**config.mk**
```make
export PLATFORM = sky130hd
export DESIGN_NAME = seg_addr_gen
export DESIGN_NICKNAME = d
export VERILOG_FILES = /design/src/design/seg_addr_pkg.sv /design/src/design/seg_reg_file.sv /design/src/design/seg_addr_gen.sv
export SDC_FILE = /design/constraint.sdc
export NUM_CORES = 1
export LEC_CHECK = 0
export BUFFER_PORTS_ARGS = -buffer_cell sky130_fd_sc_hd__clkbuf_2
export CAP_MARGIN = 15
export CORE_ASPECT_RATIO = 1.25
export CORE_MARGIN = 2
export CORE_UTILIZATION = 55
export DETAILED_ROUTE_END_ITERATION = 16
export GPL_ROUTABILITY_DRIVEN = 0
export PLACE_DENSITY = 0.81
export SLEW_MARGIN = 10
export SYNTH_ARGS = -nofsm -noshare
export SYNTH_HDL_FRONTEND = slang
export SYNTH_SLANG_ARGS = --single-unit
```
**constraint.sdc**
```tcl
create_clock -name clk -period 8.2 [get_ports clk]
set_clock_uncertainty 0.1 [all_clocks]
set_input_delay 1.23 -clock clk [delete_from_list [all_inputs] [get_ports clk]]
set_output_delay 1.23 -clock clk [all_outputs]
set_load 0.05 [all_outputs]
```
**src/design/seg_addr_pkg.sv**
```systemverilog
// constants and types for the segment address generator
// Notes on behaviour
// every memory access uses a 20-bit physical byte address, 0 to 0FFFFFH
// logical address is unsigned 16-bit segment base plus 16-bit offset
// segments start on 16-byte boundaries: physical equals base times sixteen plus offset
// carry out of bit 19 is dropped, addresses wrap in 20 bits
// instruction fetch always uses code segment and fetch offset pointer
// stack operations always use stack segment and stack top offset
// operands default to data segment, override may pick code, extra or stack
// string source defaults to data segment, overridable, offset from source index
// string destination always uses extra segment and destination index, no override
// frame base pointer references default to stack segment, overridable to others
// an override prefix redirects overridable references to the named segment
// after each string element both indices step by one byte or word
// direction flag set decrements string indices, clear increments them
// stack elements are 16 bits, one word per push or pop
// push lowers stack top offset by 2 before writing the word
// pop reads the stack top word, then raises the offset by two
// stack offsets wrap within the 64 Kbyte segment
// stack operations never move elements; only the offset changes the top
// four segment registers give four simultaneously addressable segments
// software keeps programs out of 0H to 3FFH
// execution begins at 0FFFF0H after reset
// reset loads code segment 0FFFFH, fetch offset 0000H, others zero
// software does not use I/O addresses 0F8H through 0FFH
package seg_addr_pkg;
  localparam int unsigned phys_w = 20;
  localparam logic [15:0] code_seg_reset = 16'hffff;
  localparam logic [15:0] fetch_off_reset = 16'h0000;
  localparam logic [15:0] data_seg_reset = 16'h0000;
  localparam logic [15:0] word_step = 16'h0002;
  localparam logic [15:0] byte_step = 16'h0001;
  localparam logic [19:0] vector_top = 20'h003ff;
  localparam logic [19:0] reset_area_base = 20'hffff0;
  localparam logic [15:0] io_resv_lo = 16'h00f8;
  localparam logic [15:0] io_resv_hi = 16'h00ff;

  // segment register index
  typedef enum logic [1:0] {
    seg_extra = 2'b00,
    seg_code = 2'b01,
    seg_stack = 2'b10,
    seg_data = 2'b11
  } seg_sel_t;

  // kind of memory reference
  typedef enum logic [2:0] {
    ref_fetch = 3'h0,
    ref_stack = 3'h1,
    ref_operand = 3'h2,
    ref_str_src = 3'h3,
    ref_str_dst = 3'h4,
    ref_frame = 3'h5
  } ref_kind_t;

  // stack / string pointer operation
  typedef enum logic [1:0] {
    pop_none = 2'b00,
    pop_push = 2'b01,
    pop_pop = 2'b11,
    pop_string = 2'b10
  } ptr_op_t;
endpackage : seg_addr_pkg

```
**src/design/seg_reg_file.sv**
```systemverilog
// four segment base registers with registered read port
`timescale 1ns/1ps
`default_nettype none
module seg_reg_file (
  // clock and reset
  input wire logic clk,
  input wire logic nrst,
  // write port
  input wire logic wr_en,
  input wire seg_addr_pkg::seg_sel_t wr_sel,
  input wire logic [15:0] wr_data,
  // registered read port
  input wire seg_addr_pkg::seg_sel_t rd_sel,
  output logic [15:0] rd_data,
  // code segment for fetch path
  output logic [15:0] code_base
);
  logic [15:0] regs [4];
  logic [15:0] next_regs [4];
  logic [15:0] next_rd_data;

  always_comb begin
    for (int i = 0; i < 4; i++) begin
      next_regs[i] = regs[i];
    end
    if (wr_en) begin
      next_regs[wr_sel] = wr_data;
    end
    next_rd_data = next_regs[rd_sel];
  end

  // four live segments at once
  genvar g;
  generate
    for (g = 0; g < 4; g++) begin : g_seg
      always_ff @(posedge clk or negedge nrst) begin
        if (!nrst) begin
          regs[g] <= (g == 1) ? seg_addr_pkg::code_seg_reset
                              : seg_addr_pkg::data_seg_reset;
        end else begin
          regs[g] <= next_regs[g];
        end
      end
    end
  endgenerate

  always_ff @(posedge clk or negedge nrst) begin
    if (!nrst) begin
      rd_data <= seg_addr_pkg::data_seg_reset;
    end else begin
      rd_data <= next_rd_data;
    end
  end

  assign code_base = regs[1];
endmodule : seg_reg_file
`default_nettype wire

```
**src/design/seg_addr_gen.sv**
```systemverilog
// segment selection, physical address and pointer stepping
`timescale 1ns/1ps
`default_nettype none
module seg_addr_gen (
  // clock and reset
  input wire logic clk,
  input wire logic nrst,
  // segment register load
  input wire logic seg_wr,
  input wire seg_addr_pkg::seg_sel_t seg_wr_sel,
  input wire logic [15:0] seg_wr_data,
  // reference request from execution unit
  input wire logic req,
  input wire seg_addr_pkg::ref_kind_t ref_kind,
  input wire logic override_valid,
  input wire seg_addr_pkg::seg_sel_t override_seg,
  input wire logic [15:0] computed_operand_offset,
  input wire seg_addr_pkg::ptr_op_t ptr_op,
  input wire logic word_elem,
  input wire logic string_direction_flag,
  // pointer loads
  input wire logic fetch_advance,
  input wire logic [15:0] fetch_step,
  input wire logic fetch_load,
  input wire logic [15:0] fetch_load_value,
  input wire logic stack_load,
  input wire logic [15:0] stack_load_value,
  input wire logic idx_load,
  input wire logic [15:0] src_idx_load_value,
  input wire logic [15:0] dst_idx_load_value,
  // i/o address check
  input wire logic [15:0] io_addr,
  // outputs to bus interface
  output logic addr_valid,
  output logic [19:0] phys_addr,
  output logic low_vector_hit,
  output logic reset_area_hit,
  output logic io_reserved_hit,
  // pointer state
  output logic [15:0] fetch_offset_pointer,
  output logic [15:0] stack_top_offset,
  output logic [15:0] string_src_index,
  output logic [15:0] string_dest_index
);
  // ****************************************
  // segment selection
  // ****************************************
  seg_addr_pkg::seg_sel_t sel;
  logic [15:0] offset;
  logic [15:0] seg_base;
  logic [15:0] code_base;
  logic [15:0] stk_pre;

  // the stack pointer is pre-decremented for push so the write hits the new top
  always_comb begin
    stk_pre = (ptr_op == seg_addr_pkg::pop_push)
            ? 16'(stack_top_offset - seg_addr_pkg::word_step)
            : stack_top_offset;
  end

  always_comb begin
    sel = seg_addr_pkg::seg_data;
    offset = computed_operand_offset;
    case (ref_kind)
      seg_addr_pkg::ref_fetch: begin
        sel = seg_addr_pkg::seg_code;
        offset = fetch_offset_pointer;
      end
      seg_addr_pkg::ref_stack: begin
        sel = seg_addr_pkg::seg_stack;
        offset = stk_pre;
      end
      seg_addr_pkg::ref_operand: begin
        sel = override_valid ? override_seg : seg_addr_pkg::seg_data;
      end
      seg_addr_pkg::ref_str_src: begin
        sel = override_valid ? override_seg : seg_addr_pkg::seg_data;
        offset = string_src_index;
      end
      seg_addr_pkg::ref_str_dst: begin
        sel = seg_addr_pkg::seg_extra;
        offset = string_dest_index;
      end
      seg_addr_pkg::ref_frame: begin
        sel = override_valid ? override_seg : seg_addr_pkg::seg_stack;
      end
      default: begin
        sel = seg_addr_pkg::seg_data;
      end
    endcase
  end

  // read data is registered, so the offset is delayed one cycle to match
  seg_reg_file u_segs (
    .clk(clk),
    .nrst(nrst),
    .wr_en(seg_wr),
    .wr_sel(seg_wr_sel),
    .wr_data(seg_wr_data),
    .rd_sel(sel),
    .rd_data(seg_base),
    .code_base(code_base)
  );

  // ****************************************
  // address pipeline
  // ****************************************
  logic req_q;
  logic [15:0] offset_q;
  logic next_req_q;
  logic [15:0] next_offset_q;
  logic [19:0] sum;

  always_comb begin
    next_req_q = req;
    next_offset_q = offset;
  end

  always_ff @(posedge clk or negedge nrst) begin
    if (!nrst) begin
      req_q <= 1'b0;
      offset_q <= 16'h0000;
    end else begin
      req_q <= next_req_q;
      offset_q <= next_offset_q;
    end
  end

  // base times sixteen plus offset, carry past bit 19 dropped
  always_comb begin
    sum = 20'({seg_base, 4'h0} + {4'h0, offset_q});
  end

  logic next_addr_valid;
  logic [19:0] next_phys_addr;
  logic next_low_vector_hit;
  logic next_reset_area_hit;
  logic next_io_reserved_hit;

  always_comb begin
    next_addr_valid = req_q;
    next_phys_addr = req_q ? sum : phys_addr;
    next_low_vector_hit = req_q ? (sum <= seg_addr_pkg::vector_top) : low_vector_hit;
    next_reset_area_hit = req_q ? (sum >= seg_addr_pkg::reset_area_base) : reset_area_hit;
    next_io_reserved_hit = (io_addr >= seg_addr_pkg::io_resv_lo)
                         && (io_addr <= seg_addr_pkg::io_resv_hi);
  end

  always_ff @(posedge clk or negedge nrst) begin
    if (!nrst) begin
      addr_valid <= 1'b0;
      phys_addr <= seg_addr_pkg::reset_area_base;
      low_vector_hit <= 1'b0;
      reset_area_hit <= 1'b1;
      io_reserved_hit <= 1'b0;
    end else begin
      addr_valid <= next_addr_valid;
      phys_addr <= next_phys_addr;
      low_vector_hit <= next_low_vector_hit;
      reset_area_hit <= next_reset_area_hit;
      io_reserved_hit <= next_io_reserved_hit;
    end
  end

  // ****************************************
  // pointer registers
  // ****************************************
  logic [15:0] next_fetch;
  logic [15:0] next_stack;
  logic [15:0] next_src;
  logic [15:0] next_dst;
  logic [15:0] elem_step;

  always_comb begin
    elem_step = word_elem ? seg_addr_pkg::word_step : seg_addr_pkg::byte_step;
    next_fetch = fetch_offset_pointer;
    next_stack = stack_top_offset;
    next_src = string_src_index;
    next_dst = string_dest_index;
    if (fetch_load) begin
      next_fetch = fetch_load_value;
    end else if (fetch_advance) begin
      next_fetch = 16'(fetch_offset_pointer + fetch_step);
    end
    // only the offset moves; stored words are untouched
    if (stack_load) begin
      next_stack = stack_load_value;
    end else if (req && ref_kind == seg_addr_pkg::ref_stack) begin
      if (ptr_op == seg_addr_pkg::pop_push) begin
        next_stack = stk_pre;
      end else if (ptr_op == seg_addr_pkg::pop_pop) begin
        next_stack = 16'(stack_top_offset + seg_addr_pkg::word_step);
      end
    end
    if (idx_load) begin
      next_src = src_idx_load_value;
      next_dst = dst_idx_load_value;
    end else if (req && ptr_op == seg_addr_pkg::pop_string) begin
      if (string_direction_flag) begin
        next_src = 16'(string_src_index - elem_step);
        next_dst = 16'(string_dest_index - elem_step);
      end else begin
        next_src = 16'(string_src_index + elem_step);
        next_dst = 16'(string_dest_index + elem_step);
      end
    end
  end

  always_ff @(posedge clk or negedge nrst) begin
    if (!nrst) begin
      fetch_offset_pointer <= seg_addr_pkg::fetch_off_reset;
      stack_top_offset <= 16'h0000;
      string_src_index <= 16'h0000;
      string_dest_index <= 16'h0000;
    end else begin
      fetch_offset_pointer <= next_fetch;
      stack_top_offset <= next_stack;
      string_src_index <= next_src;
      string_dest_index <= next_dst;
    end
  end

  // ****************************************
  // checks
  // ****************************************
  fetch_addr_a: assert property (@(posedge clk) disable iff (!nrst)
    req && ref_kind == seg_addr_pkg::ref_fetch && !seg_wr ##1 !seg_wr |=>
    phys_addr == 20'({code_base, 4'h0} + {4'h0, $past(fetch_offset_pointer, 2)}))
    else $error("fetch address not code based");
  push_step_a: assert property (@(posedge clk) disable iff (!nrst)
    req && ref_kind == seg_addr_pkg::ref_stack && ptr_op == seg_addr_pkg::pop_push
    && !stack_load |=> stack_top_offset == 16'($past(stack_top_offset) - 16'h0002))
    else $error("push did not lower offset by two");
  pop_step_a: assert property (@(posedge clk) disable iff (!nrst)
    req && ref_kind == seg_addr_pkg::ref_stack && ptr_op == seg_addr_pkg::pop_pop
    && !stack_load |=> stack_top_offset == 16'($past(stack_top_offset) + 16'h0002))
    else $error("pop did not raise offset by two");
  stack_hold_a: assert property (@(posedge clk) disable iff (!nrst)
    !stack_load && !(req && ref_kind == seg_addr_pkg::ref_stack) |=> $stable(stack_top_offset))
    else $error("stack offset moved without stack op");
  str_dec_a: assert property (@(posedge clk) disable iff (!nrst)
    req && ptr_op == seg_addr_pkg::pop_string && string_direction_flag && !idx_load |=>
    string_dest_index == 16'($past(string_dest_index) - $past(elem_step)))
    else $error("string index not decremented");
  str_inc_a: assert property (@(posedge clk) disable iff (!nrst)
    req && ptr_op == seg_addr_pkg::pop_string && !string_direction_flag && !idx_load |=>
    string_src_index == 16'($past(string_src_index) + $past(elem_step)))
    else $error("string index not incremented");
  dst_extra_a: assert property (@(posedge clk) disable iff (!nrst)
    req && ref_kind == seg_addr_pkg::ref_str_dst |-> sel == seg_addr_pkg::seg_extra)
    else $error("string destination not extra segment");
  valid_lat_a: assert property (@(posedge clk) disable iff (!nrst)
    req |-> ##2 addr_valid)
    else $error("address not valid two cycles after request");
  override_a: assert property (@(posedge clk) disable iff (!nrst)
    req && override_valid && ref_kind == seg_addr_pkg::ref_frame |-> sel == override_seg)
    else $error("override ignored on frame reference");
endmodule : seg_addr_gen
`default_nettype wire

```
== Word level (Yosys, flattened, before mapping) ==
Index checks and enable logic that the tools add are counted.

* Bits in registers: 185
* Input port bits: 148
* Output and inout bits: 88
* Logic and storage cells: 77

* Add/sub/neg operators: 8
* Order comparisons: 7
* Equal/unequal tests: 8
* Multiplexer cells: 25
* Bitwise logic cells: 2
* Reductions and logical operators: 11

{| class="wikitable"
|+ Operators by type and width
! cell !! count
|-
| two-way mux 16 bit || 16
|-
| bitwise mux 64 bit || 1
|-
| two-way mux 64 bit || 1
|-
| case mux 16 bit (4 select lines) || 1
|-
| adder 16 x 2 -> 16 bit || 2
|-
| binary-select mux 16 bit (select 2 bit) || 1
|-
| demux 16 bit (select 2 bit) || 1
|-
| subtractor 16 x 2 -> 16 bit || 2
|-
| adder 20 x 16 -> 20 bit || 1
|-
| greater-or-equal comparator 20 bit, second input constant || 1
|-
| <= comparator 20 x 10 -> 1 bit, second input constant || 1
|-
| adder 16 bit || 1
|-
| adder 16 x 2 -> 16 bit, second input constant || 1
|-
| greater-or-equal comparator 16 x 8 -> 1 bit, second input constant || 1
|-
| <= comparator 16 x 8 -> 1 bit, second input constant || 1
|-
| subtractor 16 x 2 -> 16 bit, second input constant || 1
|-
| case mux 2 bit (5 select lines) || 1
|-
| == test 3 x 2 -> 1 bit, second input constant || 2
|-
| == test 3 bit, second input constant || 2
|-
| greater-or-equal comparator 3 bit, second input constant || 2
|-
| two-way mux 2 bit || 3
|-
| inverter 2 -> 3 bit || 2
|-
| nonzero test 2 bit || 3
|-
| == test 2 bit, second input constant || 2
|-
| other kinds (8) || 11
|}

== Depth between registers and ports, before layout ==
* Depth after elaboration: 10
* Mapped depth: 13
* Mapped depth without buffers: 13

== Modules after synthesis ==
Synthesis repeated with hierarchy kept, for this count alone.

* Cells, all modules: 1178
* Area total of the unflattened synthesis: 11718.7 µm²

{| class="wikitable"
|+ By module, submodules not included
! module !! times used !! cells each !! area each (µm²) !! sequential area each (µm²)
|-
| seg_addr_gen || 1 || 990 || 8313.0 || 2648.8
|-
| seg_reg_file || 1 || 188 || 3405.8 || 2021.9
|}

== Worst setup path before layout ==
OpenSTA, ideal clock, no wires.

* Kind: input -> register
* Start point: input string_direction_flag
* End point: register string_src_index[14]
* Setup time: 0.130 ns
* Arrival time: 3.826 ns
* Required time: 7.970 ns
* Setup slack: 4.144 ns
* Cell stages on the path: 12
* Cell sequence: clkbuf_1 -> nor2b_1 -> fa_1 -> a21o_1 -> a21o_1 -> a2111oi_1 -> o31ai_1 -> a2111oi_2 -> o31ai_1 -> xnor2_1 -> mux2i_1 -> o21ai_1

* Cells in the longest elaborated chain, start to end: 3

{| class="wikitable"
|+ Ends and longest elaborated chain
! element !! line !! RTL
|-
| start: declaration || seg_addr_gen.sv:20 || <nowiki>input wire logic string_direction_flag,</nowiki>
|-
| two-way mux 16 bit || seg_addr_gen.sv:199 || <nowiki>if (string_direction_flag) begin</nowiki>
|-
| two-way mux 16 bit || seg_addr_gen.sv:198 || <nowiki>end else if (req && ptr_op == seg_addr_pkg::pop_string) begin</nowiki>
|-
| two-way mux 16 bit || seg_addr_gen.sv:195 || <nowiki>if (idx_load) begin</nowiki>
|-
| end signal: assignment || seg_addr_gen.sv:218 || <nowiki>string_src_index <= next_src;</nowiki>
|-
| end: declaration || seg_addr_gen.sv:42 || <nowiki>output logic [15:0] string_src_index,</nowiki>
|}

No other way between the ends. The select of a mux whose other input is x is not followed.
A chain may end at the register's enable or synchronous reset.

== Final worst setup path ==
Ends and elaborated chain as after synthesis.

==> metrics <==
input/output buffers=232; CTS Buffer Depth=2; Worst-Margin Slew=1.09 ns; drt drc=0; DR WL/cell=18.4 µm; Static Leakage=6.18 nW; initial core utilization=56.0%; critical path type=in2reg; Distinct cells, synth=72; clock sink total=185; Placement Setup Slack=3.27 ns; most frequent cell after synthesis=dfrtp_1; maximum clock frequency=222 MHz; crit path capture type=flip-flop; Iter 0 DRT Violations=496; Synth area leaders=dfrtp_1 (34%), mux2_2 (9.3%), dfstp_2 (7.7%); Final Hold Viols=0; cts hold-fix bufs=0; number of flops mapped to enable cells by yosys=0; grt ovf=0; list of most frequent post-synthesis cells=dfrtp_1 (152), a21oi_1 (99), mux2_2 (93); H-tree depth reported by CTS=4; routed vias=9309; CP max stage delay=0.51 ns; Die W=132 µm; vias in the first global route=9197; VDD IR-drop max=0.191 mV; CP Cell Sequence=clkbuf_2 > nor2b_1 > fa_1 > a21o_1 > a21o_1 > a2111oi_1 > o31ai_1 > a2111oi_2 > o31ai_1 > xnor2_1 > mux2i_1 > o21ai_1; Final WS setup=3.69 ns; Ys Warns=0; post-synth top area share=33.8%; Bufs and invs on worst path=1; largest fanout on the critical path=36; Layout area overhead=17.6%; top_reg_cell synth=dfrtp_1; Detailed Routing Iterations Pass 1=6; core area=0.0201 mm²; Post-CTS Setup Inserts=0; max cap viols=0; CP arrival=4.69 ns; Site Rows=58; final WL=29.6 mm; RSZ-0062 raised after global routing=false; relative slew slack=27.5%; syn nets=1326; Antenna Nets Post-Route=0; Num CTS Buffers=17; gate count after technology mapping=1115; min Tclk post-route=4.51 ns; sequential share of the synthesized area=41.5%; class of the worst hold path=reg2reg; Yosys reg bits=185; CP delay by family, top=compound AO/OA/AOI/OAI gates; Avg Cell Area, Syn=10.1 µm²; Worst-path clk slew=0.07 ns; Final period util=55.0%; CTS tree=done; pwr/cell area=251 mW/mm²; initial antenna violation count=0; post-CTS resize count=0; clk_lat worst skew=0.44 ns; DP Wirelength=21.9 mm; Post-synth ARST share=100%; R2R Setup Slk=4.66 ns; via-per-instance ratio=5.79; max-slew violations=0; global-route wire length before repair=46.4 mm; Startpoint Class=input pin; post-synth top area cell=dfrtp_1; Mapped Area=0.0113 mm²; status=finished clean; die height=164 µm; die footprint=0.0216 mm²; Total GRT Usage=27.3%; Final Setup Violations=0; nets@finish=1536; CTS root buf=clkbuf_16; Sum Neg Setup Slack=0 ns; IO Pins=236; pin count of the biggest net entering global routing=85; share of cells above drive strength 1=31.6%; CP required=8.38 ns; slowest library cell on the worst path=a2111oi_1; n_diodes=0
==> power breakdown <==
group	internal [mW]	leakage [nW]	switching (mW)	total (mW)
Combinational	0.463	3.74	0.807	1.27
Sequential	1.12	2.15	0.120	1.24
Clock	0.408	0.285	0.405	0.813
Total	1.99	6.18	1.33	3.32
==> flip-flops by register name, indices dropped and copies added (netlist names) <==
signal	cells
stack_top_offset	16
u_segs.rd_data	16
fetch_offset_pointer	16
offset_q	16
reset_area_hit	1
next_addr_valid	1
u_segs.regs	48
string_dest_index	16
string_src_index	16
io_reserved_hit	1
u_segs.code_base	16
low_vector_hit	1
phys_addr	20
addr_valid	1
==> routing by layer <==
layer / GRT usage (%) / wire length [µm] / vias up
li1: - / - / 4457
met1: 32.2 / 11600 / 4451
met2: 49.0 / 15100 / 324
met3: 3.95 / 1590 / 77
met4: 13.1 / 1230 / 0
met5: 0 / 0 / -
==> layout by cell type, fill, tap and decap left out, types with 35 or more instances in the layout <==
master | Yosys | layout
nor2_1 | 50 | 50
a21oi_1 | 99 | 98
ha_1 | 59 | 59
dfrtp_1 | 152 | 152
o21ai_0 | 81 | 81
nand2_1 | 83 | 83
inv_1 | 35 | 35
xnor2_1 | 49 | 49
mux2i_1 | 63 | 63
mux2_2 | 93 | 93
clkbuf_2 | 0 | 231
==> layout make-up <==
cell class | count | area, µm²
multi-input cells | 844 | 6270
clock buffers | 17 | 425
repair buffers | 240 | 1230
inverters | 37 | 139
well taps | 270 | 338
fillers | 1658 | 6870
clock inverters | 15 | 160
flip-flops and latches | 185 | 4670
==> final timing paths <==
kind / startpoint / endpoint / depth (start not counted)
setup / recovery: string_direction_flag / string_src_index[14] / 12
hold / removal: offset_q[1] / phys_addr[1] / 1
setup reg to reg: string_src_index[0] / string_src_index[14] / 13
hold reg to reg: offset_q[1] / phys_addr[1] / 1
max in group asynchronous: nrst / offset_q[1] / 3
min in group asynchronous: nrst / u_segs.regs[12] / 1
==> through the flow <==
step	hold slack, ns	cells	total power, mW	cell area, µm²	utilization (%)
finish	0.377	1608	3.32	13200	65.8
global route	0.391	1608	3.50	13200	65.8
CTS	0.379	1608	3.34	13200	65.8
detailed placement	0.361	1576	2.51	12600	62.9
global placement	0.359	1576	2.48	12600	62.9
floorplan	0.252	1115	2.18	11300	-
==> worst register-to-register path, delay by kind of cell, from the launching register on <==
family,cells,cell delay (ns)
compound gates,7,1.87
xor+xnor,1,0.15
fa+ha+maj,2,0.56
buf+inv,2,0.15
flops,1,0.44
mux,1,0.13
==> cell families after synthesis <==
kind of cell               share of synthesized area, %
muxes                                              14.9
AOI/OAI and AO/OA                                  15.5
adders and majority gates                          7.27
xor gates and xnor gates                           5.91
and+or+nand+nor                                    11.9
DFF                                                41.5
buffers and inverters                              3.00
(Power assumes the default switching activity.)
